`src/design/sleep_ctrl_pkg.sv`:
```
// shared constants and types for the radio module sleep controller and its host end
// assumes one 125 MHz clock shared by both ends
package sleep_ctrl_pkg;
  localparam int unsigned CLK_HZ             = 125_000_000;
  // base tick for the period and hold counters, in microseconds
  localparam int unsigned TICK_US            = 1000;
  localparam int unsigned TICK_CYCLES        = (CLK_HZ / 1_000_000) * TICK_US;
  // one serial byte time at a nominal 9600 baud, in nanoseconds
  localparam int unsigned BYTE_TIME_NS       = 1_041_667;
  localparam int unsigned BYTE_TIME_CYCLES   = (BYTE_TIME_NS + 7) / 8;
  // time from wake to ready, in nanoseconds
  localparam int unsigned READY_NS           = 1000;
  localparam int unsigned READY_CYCLES       = (READY_NS + 7) / 8;
  // sleep mode encodings
  localparam logic [2:0]  MODE_NONE          = 3'h0;
  localparam logic [2:0]  MODE_PIN           = 3'h1;
  localparam logic [2:0]  MODE_CYCLIC        = 3'h4;
  localparam logic [2:0]  MODE_CYCLIC_PIN    = 3'h5;
  localparam logic [2:0]  MODE_SCRIPT        = 3'h6;
  // option bit that forces a full hold on each cyclic wake
  localparam int unsigned OPT_FULL_HOLD_BIT  = 8;
  // host register offsets (host end command port)
  localparam logic [3:0]  HREG_CTRL          = 4'h0;
  localparam logic [3:0]  HREG_STATUS        = 4'h4;
  localparam logic [3:0]  HREG_CFG           = 4'h8;
  // reset values
  localparam logic [15:0] PERIOD_RST         = 16'h0064;
  localparam logic [15:0] HOLD_RST           = 16'h0032;
  localparam logic [2:0]  MODE_RST           = 3'h0;

  // device state, gray along sleep -> wake -> ready -> busy
  typedef enum logic [2:0] {
    ST_ASLEEP  = 3'b000,
    ST_WAKING  = 3'b001,
    ST_AWAKE   = 3'b011,
    ST_DRAIN   = 3'b010
  } dev_state_t;
endpackage : sleep_ctrl_pkg

```
`src/design/sleep_link_if.sv`:
```
// interface joining the host end and the radio sleep controller
// assumes both ends run on the same clock; no tristate lines needed
interface sleep_link_if;
  logic       sleep_req;      // host sleep request pin, high asks for sleep
  logic       spi_select;     // alternative select pin used as sleep request
  logic       awake;          // awake indicator, high while awake
  logic       cts_n;          // clear to send, low when ready
  logic       ser_activity;   // one-cycle pulse: host serial byte sent
  logic [2:0] mode;           // sleep_mode_select setting
  logic [15:0] period;        // cyclic_sleep_period in ticks
  logic [15:0] hold;          // wake_hold_time in ticks
  logic       full_hold;      // sleep option bit 8
  logic       sleep_pin_function;
  logic       select_pin_function;
  modport device (input sleep_req, spi_select, ser_activity, mode, period, hold,
                  full_hold, sleep_pin_function, select_pin_function,
                  output awake, cts_n);
  modport host (output sleep_req, spi_select, ser_activity, mode, period, hold,
                full_hold, sleep_pin_function, select_pin_function,
                input awake, cts_n);
endinterface : sleep_link_if

```
`src/design/sleep_controller.sv`:
```
// radio module sleep controller: decides when to sleep, wake and poll
// assumes host pins are synchronous to CLK_I and radio events are one-cycle pulses
// Functional notes
// - decode mode 0,1,4,5,6
// - modes 1,5 sleep only with request asserted; mode 5 still sleeps after drain if the request drops while draining
// - modes 4,5 sleep after idle hold time
// - pin sleep finishes traffic, idles, sleeps
// - asleep in pin mode ignores all activity
// - wake on release; cts low when ready
// - host waits two byte times after cts
// - host sets sleep pin function to 1
// - select pin substitutes when configured so
// - host disables other spi pins
// - cyclic wake polls once per period
// - coordinator returns queued data on poll
// - no data nor serial: sleep at once
// - activity on cyclic wake holds awake
// - option bit 8 forces full hold
// - cyclic wake raises awake, lowers cts
// - mode 5 low pin wakes, hold minimum
// - awake indicator low asleep, high awake
//
// Chosen here: the register addresses and the address-and-strobe port.
module sleep_controller
  import sleep_ctrl_pkg::*;
#(
  parameter int unsigned TICK_LEN  = TICK_CYCLES,
  parameter int unsigned READY_LEN = READY_CYCLES
) (
  input  wire logic CLK_I,
  input  wire logic RST_I,
  sleep_link_if.device LINK,
  input  wire logic RF_BUSY_I,       // radio transmit or receive in progress
  input  wire logic RF_ACTIVITY_I,   // pulse: radio frame received or sent
  input  wire logic POLL_DONE_I,     // pulse: poll answered, no queued data
  output logic      POLL_REQ_O,      // pulse: send poll to coordinator
  output logic      ASLEEP_O         // radio power-down request
);

  // whole module state in one struct
  typedef struct packed {
    dev_state_t  state;
    logic [31:0] tick_cnt;   // divider toward the slow tick
    logic        tick;       // one-cycle slow tick
    logic [15:0] period_cnt; // time to next cyclic wake
    logic [15:0] hold_cnt;   // wake hold down-counter
    logic [15:0] ready_cnt;  // wake-to-ready delay
    logic        pin_wake;   // woken by pin in mode 5
    logic        cyclic;     // current wake is a cyclic one
    logic        polled;     // poll answered in this wake
    logic        awake;
    logic        cts_n;
    logic        poll_req;
    logic        asleep;
  } st_t;

  st_t s_reg;   // registered state
  st_t s_next;  // next state

  logic req;         // effective sleep request level
  logic pin_mode;    // modes using the request pin
  logic cyc_mode;    // cyclic modes
  logic activity;    // serial or radio event
  logic hold_zero;   // hold counter expired

  // request source selection and mode decode
  always_comb begin
    if (LINK.sleep_pin_function) begin
      req = LINK.sleep_req;
    end else if (LINK.select_pin_function) begin
      req = LINK.spi_select;
    end else begin
      req = 1'b0;
    end
    pin_mode  = (LINK.mode == MODE_PIN) || (LINK.mode == MODE_CYCLIC_PIN);
    cyc_mode  = (LINK.mode == MODE_CYCLIC) || (LINK.mode == MODE_CYCLIC_PIN);
    activity  = LINK.ser_activity || RF_ACTIVITY_I;
    hold_zero = (s_reg.hold_cnt == 16'h0000);
  end

  // next-state logic
  always_comb begin
    s_next          = s_reg;
    s_next.poll_req = 1'b0;
    // slow tick divider, one clock only
    if (s_reg.tick_cnt >= TICK_LEN - 1) begin
      s_next.tick_cnt = 32'h0000_0000;
      s_next.tick     = 1'b1;
    end else begin
      s_next.tick_cnt = s_reg.tick_cnt + 32'h0000_0001;
      s_next.tick     = 1'b0;
    end
    // hold counter reload and count down
    if (activity && s_reg.state != ST_ASLEEP) begin
      s_next.hold_cnt = LINK.hold;
    end else if (s_reg.tick && !hold_zero) begin
      s_next.hold_cnt = s_reg.hold_cnt - 16'h0001;
    end
    // cyclic period counter runs only while asleep
    if (s_reg.state == ST_ASLEEP && cyc_mode && s_reg.tick && s_reg.period_cnt != 16'h0000) begin
      s_next.period_cnt = s_reg.period_cnt - 16'h0001;
    end
    if (POLL_DONE_I && s_reg.cyclic) begin
      s_next.polled = 1'b1;
    end
    unique case (s_reg.state)
      ST_ASLEEP: begin
        s_next.awake  = 1'b0;
        s_next.cts_n  = 1'b1;
        s_next.asleep = 1'b1;
        // pin sleep ignores serial and radio
        if (LINK.mode == MODE_NONE || LINK.mode == MODE_SCRIPT) begin
          s_next.state = ST_WAKING;
        end else if (LINK.mode == MODE_PIN && !req) begin
          s_next.state = ST_WAKING;
        end else if (LINK.mode == MODE_CYCLIC_PIN && !req) begin
          s_next.state    = ST_WAKING;
          s_next.pin_wake = 1'b1;
          s_next.hold_cnt = LINK.hold;
        end else if (cyc_mode && s_reg.period_cnt == 16'h0000) begin
          s_next.state    = ST_WAKING;
          s_next.cyclic   = 1'b1;
          s_next.polled   = 1'b0;
          s_next.hold_cnt = LINK.full_hold ? LINK.hold : 16'h0000;
        end
        s_next.ready_cnt = 16'h0000;
      end
      ST_WAKING: begin
        s_next.asleep = 1'b0;
        s_next.awake  = 1'b1;
        if (s_reg.ready_cnt >= 16'(READY_LEN - 1)) begin
          s_next.cts_n = 1'b0;
          s_next.state = ST_AWAKE;
          if (s_reg.cyclic) begin
            s_next.poll_req   = 1'b1;
            s_next.period_cnt = LINK.period;
          end
        end else begin
          s_next.ready_cnt = s_reg.ready_cnt + 16'h0001;
        end
      end
      ST_AWAKE: begin
        s_next.awake = 1'b1;
        s_next.cts_n = 1'b0;
        if (LINK.mode == MODE_PIN && req) begin
          s_next.state = ST_DRAIN;
        end else if (cyc_mode) begin
          if (LINK.mode == MODE_CYCLIC_PIN && !req) begin
            // pin still low keeps device awake
            s_next.hold_cnt = (hold_zero) ? 16'h0001 : s_reg.hold_cnt;
          end else if (hold_zero && !activity && !RF_BUSY_I) begin
            if (!s_reg.cyclic || s_reg.polled || s_reg.pin_wake) begin
              s_next.state = ST_DRAIN;
            end
          end
        end
      end
      ST_DRAIN: begin
        s_next.cts_n = 1'b1;
        if (!RF_BUSY_I) begin
          if (LINK.mode == MODE_PIN && !req) begin
            s_next.state = ST_AWAKE;
            s_next.cts_n = 1'b0;
          end else begin
            s_next.state      = ST_ASLEEP;
            s_next.awake      = 1'b0;
            s_next.asleep     = 1'b1;
            s_next.pin_wake   = 1'b0;
            s_next.cyclic     = 1'b0;
            // restart the period on every sleep
            // a leftover count from an earlier mode would stretch the interval
            s_next.period_cnt = LINK.period;
          end
        end
      end
      default: s_next.state = ST_ASLEEP;
    endcase
    // mode 0 never sleeps
    if (LINK.mode == MODE_NONE && s_next.state == ST_DRAIN) begin
      s_next.state = ST_AWAKE;
    end
  end

  // state register
  always_ff @(posedge CLK_I or posedge RST_I) begin
    if (RST_I) begin
      s_reg            <= '0;
      s_reg.state      <= ST_WAKING;
      s_reg.cts_n      <= 1'b1;
      s_reg.period_cnt <= PERIOD_RST;
    end else begin
      s_reg <= s_next;
    end
  end

  assign LINK.awake = s_reg.awake;
  assign LINK.cts_n = s_reg.cts_n;
  assign POLL_REQ_O = s_reg.poll_req;
  assign ASLEEP_O   = s_reg.asleep;

endmodule : sleep_controller

```
`src/flat_wrapper.sv`:
```
// flat-port wrapper written by rule: the top's interface ports become plain ports
module sleep_controller_flat import sleep_ctrl_pkg::*;
#(
  parameter int unsigned TICK_LEN  = TICK_CYCLES,
  parameter int unsigned READY_LEN = READY_CYCLES
)
  (CLK_I, RST_I, RF_BUSY_I, RF_ACTIVITY_I, POLL_DONE_I, POLL_REQ_O, ASLEEP_O, LINK_sleep_req, LINK_spi_select, LINK_ser_activity, LINK_mode, LINK_period, LINK_hold, LINK_full_hold, LINK_sleep_pin_function, LINK_select_pin_function, LINK_awake, LINK_cts_n);
  sleep_link_if LINK_i ();
  input  wire logic CLK_I;
  input  wire logic RST_I;
  input  wire logic RF_BUSY_I;
  input  wire logic RF_ACTIVITY_I;
  input  wire logic POLL_DONE_I;
  output logic POLL_REQ_O;
  output logic ASLEEP_O;
  input wire logic [$bits(LINK_i.sleep_req)-1:0] LINK_sleep_req;
  input wire logic [$bits(LINK_i.spi_select)-1:0] LINK_spi_select;
  input wire logic [$bits(LINK_i.ser_activity)-1:0] LINK_ser_activity;
  input wire logic [$bits(LINK_i.mode)-1:0] LINK_mode;
  input wire logic [$bits(LINK_i.period)-1:0] LINK_period;
  input wire logic [$bits(LINK_i.hold)-1:0] LINK_hold;
  input wire logic [$bits(LINK_i.full_hold)-1:0] LINK_full_hold;
  input wire logic [$bits(LINK_i.sleep_pin_function)-1:0] LINK_sleep_pin_function;
  input wire logic [$bits(LINK_i.select_pin_function)-1:0] LINK_select_pin_function;
  output wire logic [$bits(LINK_i.awake)-1:0] LINK_awake;
  output wire logic [$bits(LINK_i.cts_n)-1:0] LINK_cts_n;
  assign LINK_i.sleep_req = LINK_sleep_req;
  assign LINK_i.spi_select = LINK_spi_select;
  assign LINK_i.ser_activity = LINK_ser_activity;
  assign LINK_i.mode = LINK_mode;
  assign LINK_i.period = LINK_period;
  assign LINK_i.hold = LINK_hold;
  assign LINK_i.full_hold = LINK_full_hold;
  assign LINK_i.sleep_pin_function = LINK_sleep_pin_function;
  assign LINK_i.select_pin_function = LINK_select_pin_function;
  assign LINK_awake = LINK_i.awake;
  assign LINK_cts_n = LINK_i.cts_n;
  sleep_controller #(.TICK_LEN(TICK_LEN), .READY_LEN(READY_LEN)) u_core (.CLK_I(CLK_I), .RST_I(RST_I), .LINK(LINK_i), .RF_BUSY_I(RF_BUSY_I), .RF_ACTIVITY_I(RF_ACTIVITY_I), .POLL_DONE_I(POLL_DONE_I), .POLL_REQ_O(POLL_REQ_O), .ASLEEP_O(ASLEEP_O));
endmodule
```
`config.mk`:
```
export PLATFORM = sky130hd
export DESIGN_NAME = sleep_controller_flat
export DESIGN_NICKNAME = d
export VERILOG_FILES = /design/src/design/sleep_ctrl_pkg.sv /design/src/design/sleep_link_if.sv /design/src/design/sleep_controller.sv /design/src/flat_wrapper.sv
export SDC_FILE = /design/constraint.sdc
export NUM_CORES = 1
export LEC_CHECK = 0
export BUFFER_PORTS_ARGS = -buffer_cell sky130_fd_sc_hd__buf_2
export CAP_MARGIN = 10
export CELL_PAD_IN_SITES_DETAIL_PLACEMENT = 1
export CELL_PAD_IN_SITES_GLOBAL_PLACEMENT = 2
export CORE_ASPECT_RATIO = 1.4
export CORE_MARGIN = 2
export CORE_UTILIZATION = 39
export CTS_BUF_LIST = sky130_fd_sc_hd__clkbuf_8
export CTS_CLUSTER_DIAMETER = 50
export DETAILED_ROUTE_END_ITERATION = 12
export PLACE_DENSITY_LB_ADDON = 0.12
export SLEW_MARGIN = 20
export SYNTH_ARGS = -nofsm -noshare
export SYNTH_HDL_FRONTEND = slang
export SYNTH_SLANG_ARGS = --single-unit
```
`constraint.sdc`:
```
create_clock -name CLK_I -period 3.25 [get_ports CLK_I]
set_clock_uncertainty 0.1 [all_clocks]
set_input_delay 0.1625 -clock CLK_I [delete_from_list [all_inputs] [get_ports CLK_I]]
set_output_delay 0.1625 -clock CLK_I [all_outputs]
set_load 0.1 [all_outputs]
```
== After elaboration in Yosys (flattened, before gate mapping) ==
Index checks and enable logic that the tools add are counted.

* Divide/modulo/power cells: 0
* $lt $le $gt $ge: 2
* $mul: 0
* Muxes and demuxes: 57
* Bitwise operators: 0
* Reductions and logical operators: 39
* Shift-type cells: 0
* Equality and inequality tests: 18
* $add $sub $neg: 4

{| class="wikitable"
|+ Operators by type and width
! operator !! number
|-
| 16-bit two-way mux || 17
|-
| 16-bit one-hot mux with 2 select lines || 3
|-
| 3-bit two-way mux || 14
|-
| 33-bit two-way mux || 1
|-
| 32-bit by 1-bit adder with 32-bit output (second input constant) || 1
|-
| 32-bit by 17-bit greater-or-equal comparator with 1-bit output (second input constant) || 1
|-
| 16-bit logical NOT || 2
|-
| 16-bit by 1-bit subtractor with 16-bit output (second input constant) || 2
|-
| 16-bit by 1-bit adder with 16-bit output (second input constant) || 1
|-
| 16-bit by 7-bit greater-or-equal comparator with 1-bit output (second input constant) || 1
|-
| 2-bit inequality test (second input constant) || 8
|-
| 16-bit nonzero test || 1
|-
| 2-bit two-way mux || 7
|-
| 1-bit logical AND || 13
|-
| 3-bit one-hot mux with 4 select lines || 1
|-
| 1-bit two-way mux || 11
|-
| 3-bit by 2-bit == test with 1-bit output (second input constant) || 3
|-
| 3-bit == test (second input constant) || 3
|-
| 2-bit one-hot mux with 4 select lines || 1
|-
| 7-bit AND reduction || 1
|-
| 3-bit by 1-bit == test with 1-bit output (second input constant) || 2
|-
| 3-bit logical NOT || 2
|-
| 3-bit AND reduction || 2
|-
| 6-bit AND reduction || 1
|-
| other kinds (10) || 21
|}

* Bits of input ports: 46
* Bits in read-only memories: 0
* Memories kept: 0
* Register bits: 91
* Latch bits: 0
* Bits in writable memories: 0
* Word-level logic and storage cells: 133
* Output and inout bits: 4

== Logic depth before layout (Yosys ltp) ==
* Word-level depth: 12
* Depth in mapped cells: 9
* Gate-level depth less buffers: 8

== Least setup slack after synthesis ==
No wires, ideal clock.

* Path type: register to register
* Start: reg u_core.s_reg[39] (netlist name)
* End: reg u_core.s_reg[53] (netlist name)
* Period minus slack after synthesis: 2.480 ns
* Library setup time: 0.137 ns
* Buffers on the path: 1
* Data required time: 3.013 ns
* Slack: 0.770 ns
* Stages on the path, launching flop included: 10
* Arrival: 2.243 ns
* Cell sequence: dfrtp_1 > inv_1 > ha_1 > or4b_1 > or4_4 > and3_1 > buf_6 > nor4b_1 > xnor2_1 > a21oi_1

{| class="wikitable"
|+ RTL lines
! what !! RTL line !! RTL
|-
| start, declared || sleep_controller.sv:57 || <nowiki>st_t s_reg;</nowiki>
|-
| start signal, assigned || sleep_controller.sv:192 || <nowiki>s_reg <= s_next;</nowiki>
|}

== Worst setup path after layout ==
* Start: reg u_core.s_reg[39] (netlist name)
* End: reg u_core.s_reg[32] (netlist name)

* Word-level cells in the longest chain between the ends: 7

{| class="wikitable"
|+ RTL lines
! what !! RTL line !! RTL
|-
| 16-bit logical NOT || sleep_controller.sv:120 || <nowiki>end else if (cyc_mode && s_reg.period_cnt == 16'h0000) begin</nowiki>
|-
| 1-bit logical AND || sleep_controller.sv:120 ||
|-
| 16-bit two-way mux || sleep_controller.sv:120 ||
|-
| 16-bit two-way mux || sleep_controller.sv:116 || <nowiki>end else if (LINK.mode == MODE_CYCLIC_PIN && !req) begin</nowiki>
|-
| 16-bit two-way mux || sleep_controller.sv:114 || <nowiki>end else if (LINK.mode == MODE_PIN && !req) begin</nowiki>
|-
| 16-bit two-way mux || sleep_controller.sv:112 || <nowiki>if (LINK.mode == MODE_NONE || LINK.mode == MODE_SCRIPT) begin</nowiki>
|-
| 16-bit one-hot mux with 2 select lines || sleep_controller.sv:106 || <nowiki>unique case (s_reg.state)</nowiki>
|}

No other way between the ends.
A chain may end at the register's enable or synchronous reset.

==> results.tsv <==
metric	value	unit
r2r_setup_slack	0.54	ns
worstReg2RegStart	u_core.s_reg[39]	
place_hpwl	8.76	mm
postLayoutCoreUtil	48.7	%
finalSetupViolations	0	
dieHeight	133	um
wire_per_inst	16.2	um
die_x	96.5	um
row_count	47	
largest_reg_flops	87	
layout.nets	640	
slowest_stage	or4b_1	
syn-cell-area	0.00467	mm2
routed_wl	12.0	mm
seq_power_share	50.0	%
syn2layout_area_growth	22.6	%
ys_seq_area_share	48.9	%
synthCells	484	
min_from	LINK_mode[0]	
grt_overflow	0	
via_per_inst	5.39	
post_cts_buffers	0	
tns	0	ns
synthArstFlopShare	100	%
clock_power_share	28.8	%
layout.filler_cells	1389	
track_usage	20.2	%
core_region_area	0.0118	mm2
cts_tree	done	
synth_edf_count	0	
cts-root-buf	clkbuf_8	
antenna_cells	0	
tightestPinTransition	0.952	ns
p_comb_share	21.2	%
antenna_found_initial	0	
holdPathEnd	u_core.s_reg[88]	
min_period	2.71	ns
grt_pass1_vias	4206	
dr.pass1.iters	4	
arrival	2.87	ns
critPathMaxStageDelay	0.48	ns
start_util	39.7	%
final_common_cell	dfrtp_1	
period_share	83.5	%
drive_above_1_share	16.9	%
rsz0062_at_grt	false	
start_kind	register	
h-tree-depth	3	
grt_max_degree	55	
worstSetupEndpointType	register	
antenna_left	0	
vias	3975	
cts_resized	0	
relSlewSlack	36.4	%
yosys_warnings	0	
place.port_buffers	49	
max_freq	369	MHz
switching_power	0.895	mW
hold_class	in2reg	
final_cell_mix	dfrtp_1, nor2_1, buf_2, a21oi_1, dlygate4sd3_1	
cts_buffers	9	
powerDensity	507	mW/mm2
critPathRequiredTime	3.40	ns
cts_sinks	91	
io_pins	50	
status	finished, final reports clean	
ys_types	62	
drtIter0Drc	96	
crit_fanout	6	
p_leak	2.41	nW
critPathKind	reg2reg	
clockBufferDepth	2	
gp_congestion	0.843	
drv_cap	0	
syn_area_per_cell	9.65	um2
hold_depth	3	
r2r-end	u_core.s_reg[32]	
drc	0	
die_area	0.0129	mm2
clk_latency	0.37	ns
slew_viol_final	0	
ir_drop	0.354	mV
swShare	30.8	%
grt_pass1_wl	20.4	mm
hold_viol	0	
r2r_cells	8	
clkSlewWorstSetupHoldPaths	0.09	ns
ys.flop_type	dfrtp_1	
path_cells	inv_1 > ha_1 > or4b_1 > nor4_1 > a31oi_1 > nand3_1 > a21oi_1 > a221o_1	
ys_ff_latch	91	
intPower	2.01	mW
[through the flow]
step | cell area (um2) | cells | hold slack (ns) | worst slack (ns) | total power [mW]
after global placement | 5200 | 692 | 0.296 | 0.614 | 2.03
after global routing | 5720 | 738 | 0.0196 | 0.257 | 3.09
after floorplan | 4730 | 499 | 0.192 | 0.632 | 1.86
final | 5720 | 738 | 0.0136 | 0.537 | 2.90
after CTS | 5720 | 738 | 0.00294 | 0.523 | 2.95
after detailed placement | 5200 | 692 | 0.299 | 0.533 | 2.06
[worst max path at each step]
stage,from,end,slack (ns),cells past startpoint
final,u_core.s_reg[39],u_core.s_reg[32],0.54,8
after global routing,u_core.s_reg[39],u_core.s_reg[29],0.26,8
after CTS,u_core.s_reg[39],u_core.s_reg[32],0.52,8
after detailed placement,u_core.s_reg[39],u_core.s_reg[32],0.53,8
after global placement,u_core.s_reg[39],u_core.s_reg[32],0.61,8
after floorplan,RST_I,u_core.ASLEEP_O,0.63,1
[power by group through the flow]
stage / Clock [mW] / Sequential (mW) / Combinational (mW)
after global placement: 0 / 1.47 / 0.569
after detailed placement: 0 / 1.47 / 0.587
after CTS: 0.872 / 1.45 / 0.623
after floorplan: 0 / 1.45 / 0.413
final: 0.836 / 1.45 / 0.614
after global routing: 0.916 / 1.48 / 0.699
[synthesized netlist by cell type (all sizes together), types with 2 or more instances]
| library cell | number | area share [%] |
|---|---|---|
| clkbuf | 11 | 0.88 |
| a31oi | 9 | 1.2 |
| xor2 | 18 | 3.4 |
| o2111ai | 2 | 0.38 |
| nand2 | 29 | 2.3 |
| or3 | 4 | 0.64 |
| a221o | 7 | 1.5 |
| a22o | 4 | 0.75 |
| a21oi | 32 | 3.4 |
| and3b | 2 | 0.38 |
| a22oi | 5 | 0.80 |
| o22ai | 2 | 0.40 |
| o221ai | 3 | 0.56 |
| inv | 12 | 0.96 |
| nor4b | 4 | 0.75 |
| mux2 | 2 | 0.48 |
| or4 | 7 | 1.4 |
| nand3 | 18 | 1.9 |
| nor3 | 20 | 2.1 |
| o21ai | 20 | 2.1 |
| xnor2 | 23 | 4.3 |
| nor2 | 67 | 5.5 |
| a211oi | 4 | 0.64 |
| a2111oi | 3 | 0.70 |
| dfrtp | 86 | 46 |
| nand2b | 4 | 0.59 |
| ha | 7 | 1.9 |
| nor3b | 3 | 0.48 |
| dfstp | 5 | 2.8 |
| buf | 2 | 0.32 |
| nor4 | 16 | 2.3 |
| and3 | 5 | 0.67 |
| nor2b | 4 | 0.54 |
| nand4 | 8 | 1.1 |
| or2 | 6 | 0.80 |
| and4 | 2 | 0.38 |
| nand3b | 3 | 0.48 |
| and2 | 10 | 1.3 |
[repair_timing]
action	4_1_cts	5_1_grt
hold endpoints to repair	79	0
hold buffers	31	0
endpoints found under the setup margin	0	0
[worst max-delay path, delay by kind of cell (launching register included)]
kind,cells,cell delay [ns]
adder cells (fa/ha/maj),1,0.14
AND/OR/NAND/NOR,3,1.25
flip-flops,1,0.41
AO/OA/AOI/OAI,3,0.59
buffers and inverters,1,0.11
[routing by layer]
layer | up-vias | track usage (%) | wire length [um]
met5 | - | 0 | 0
met4 | 0 | 5.79 | 187
met3 | 15 | 3.73 | 344
met2 | 52 | 34.5 | 6180
met1 | 1962 | 25.8 | 5260
li1 | 1946 | - | -
[cell families (layout without fill, tap and decap cells)]
family,count (synthesis),count (layout),share of synthesized area [%]
compound gates,102,102,14.5
flops,91,91,48.9
buf+inv,25,117,2.17
other cells,1,16,0.0803
simple gates,214,214,24.1
xor+xnor,41,41,7.69
mux,3,3,0.697
fa+ha+maj,7,7,1.88
[final cells by class]
class	count	area [um2]	area share (%)
inverters	12	46.3	0.809
repair buffers	90	643	11.2
flip-flops and latches	91	2280	39.9
multi-input cells	383	2350	41.1
clock inverters	6	90.1	1.57
clock buffers	9	124	2.16
well taps	147	184	3.21
No activity file was read; power rests on OpenSTA's default activity.
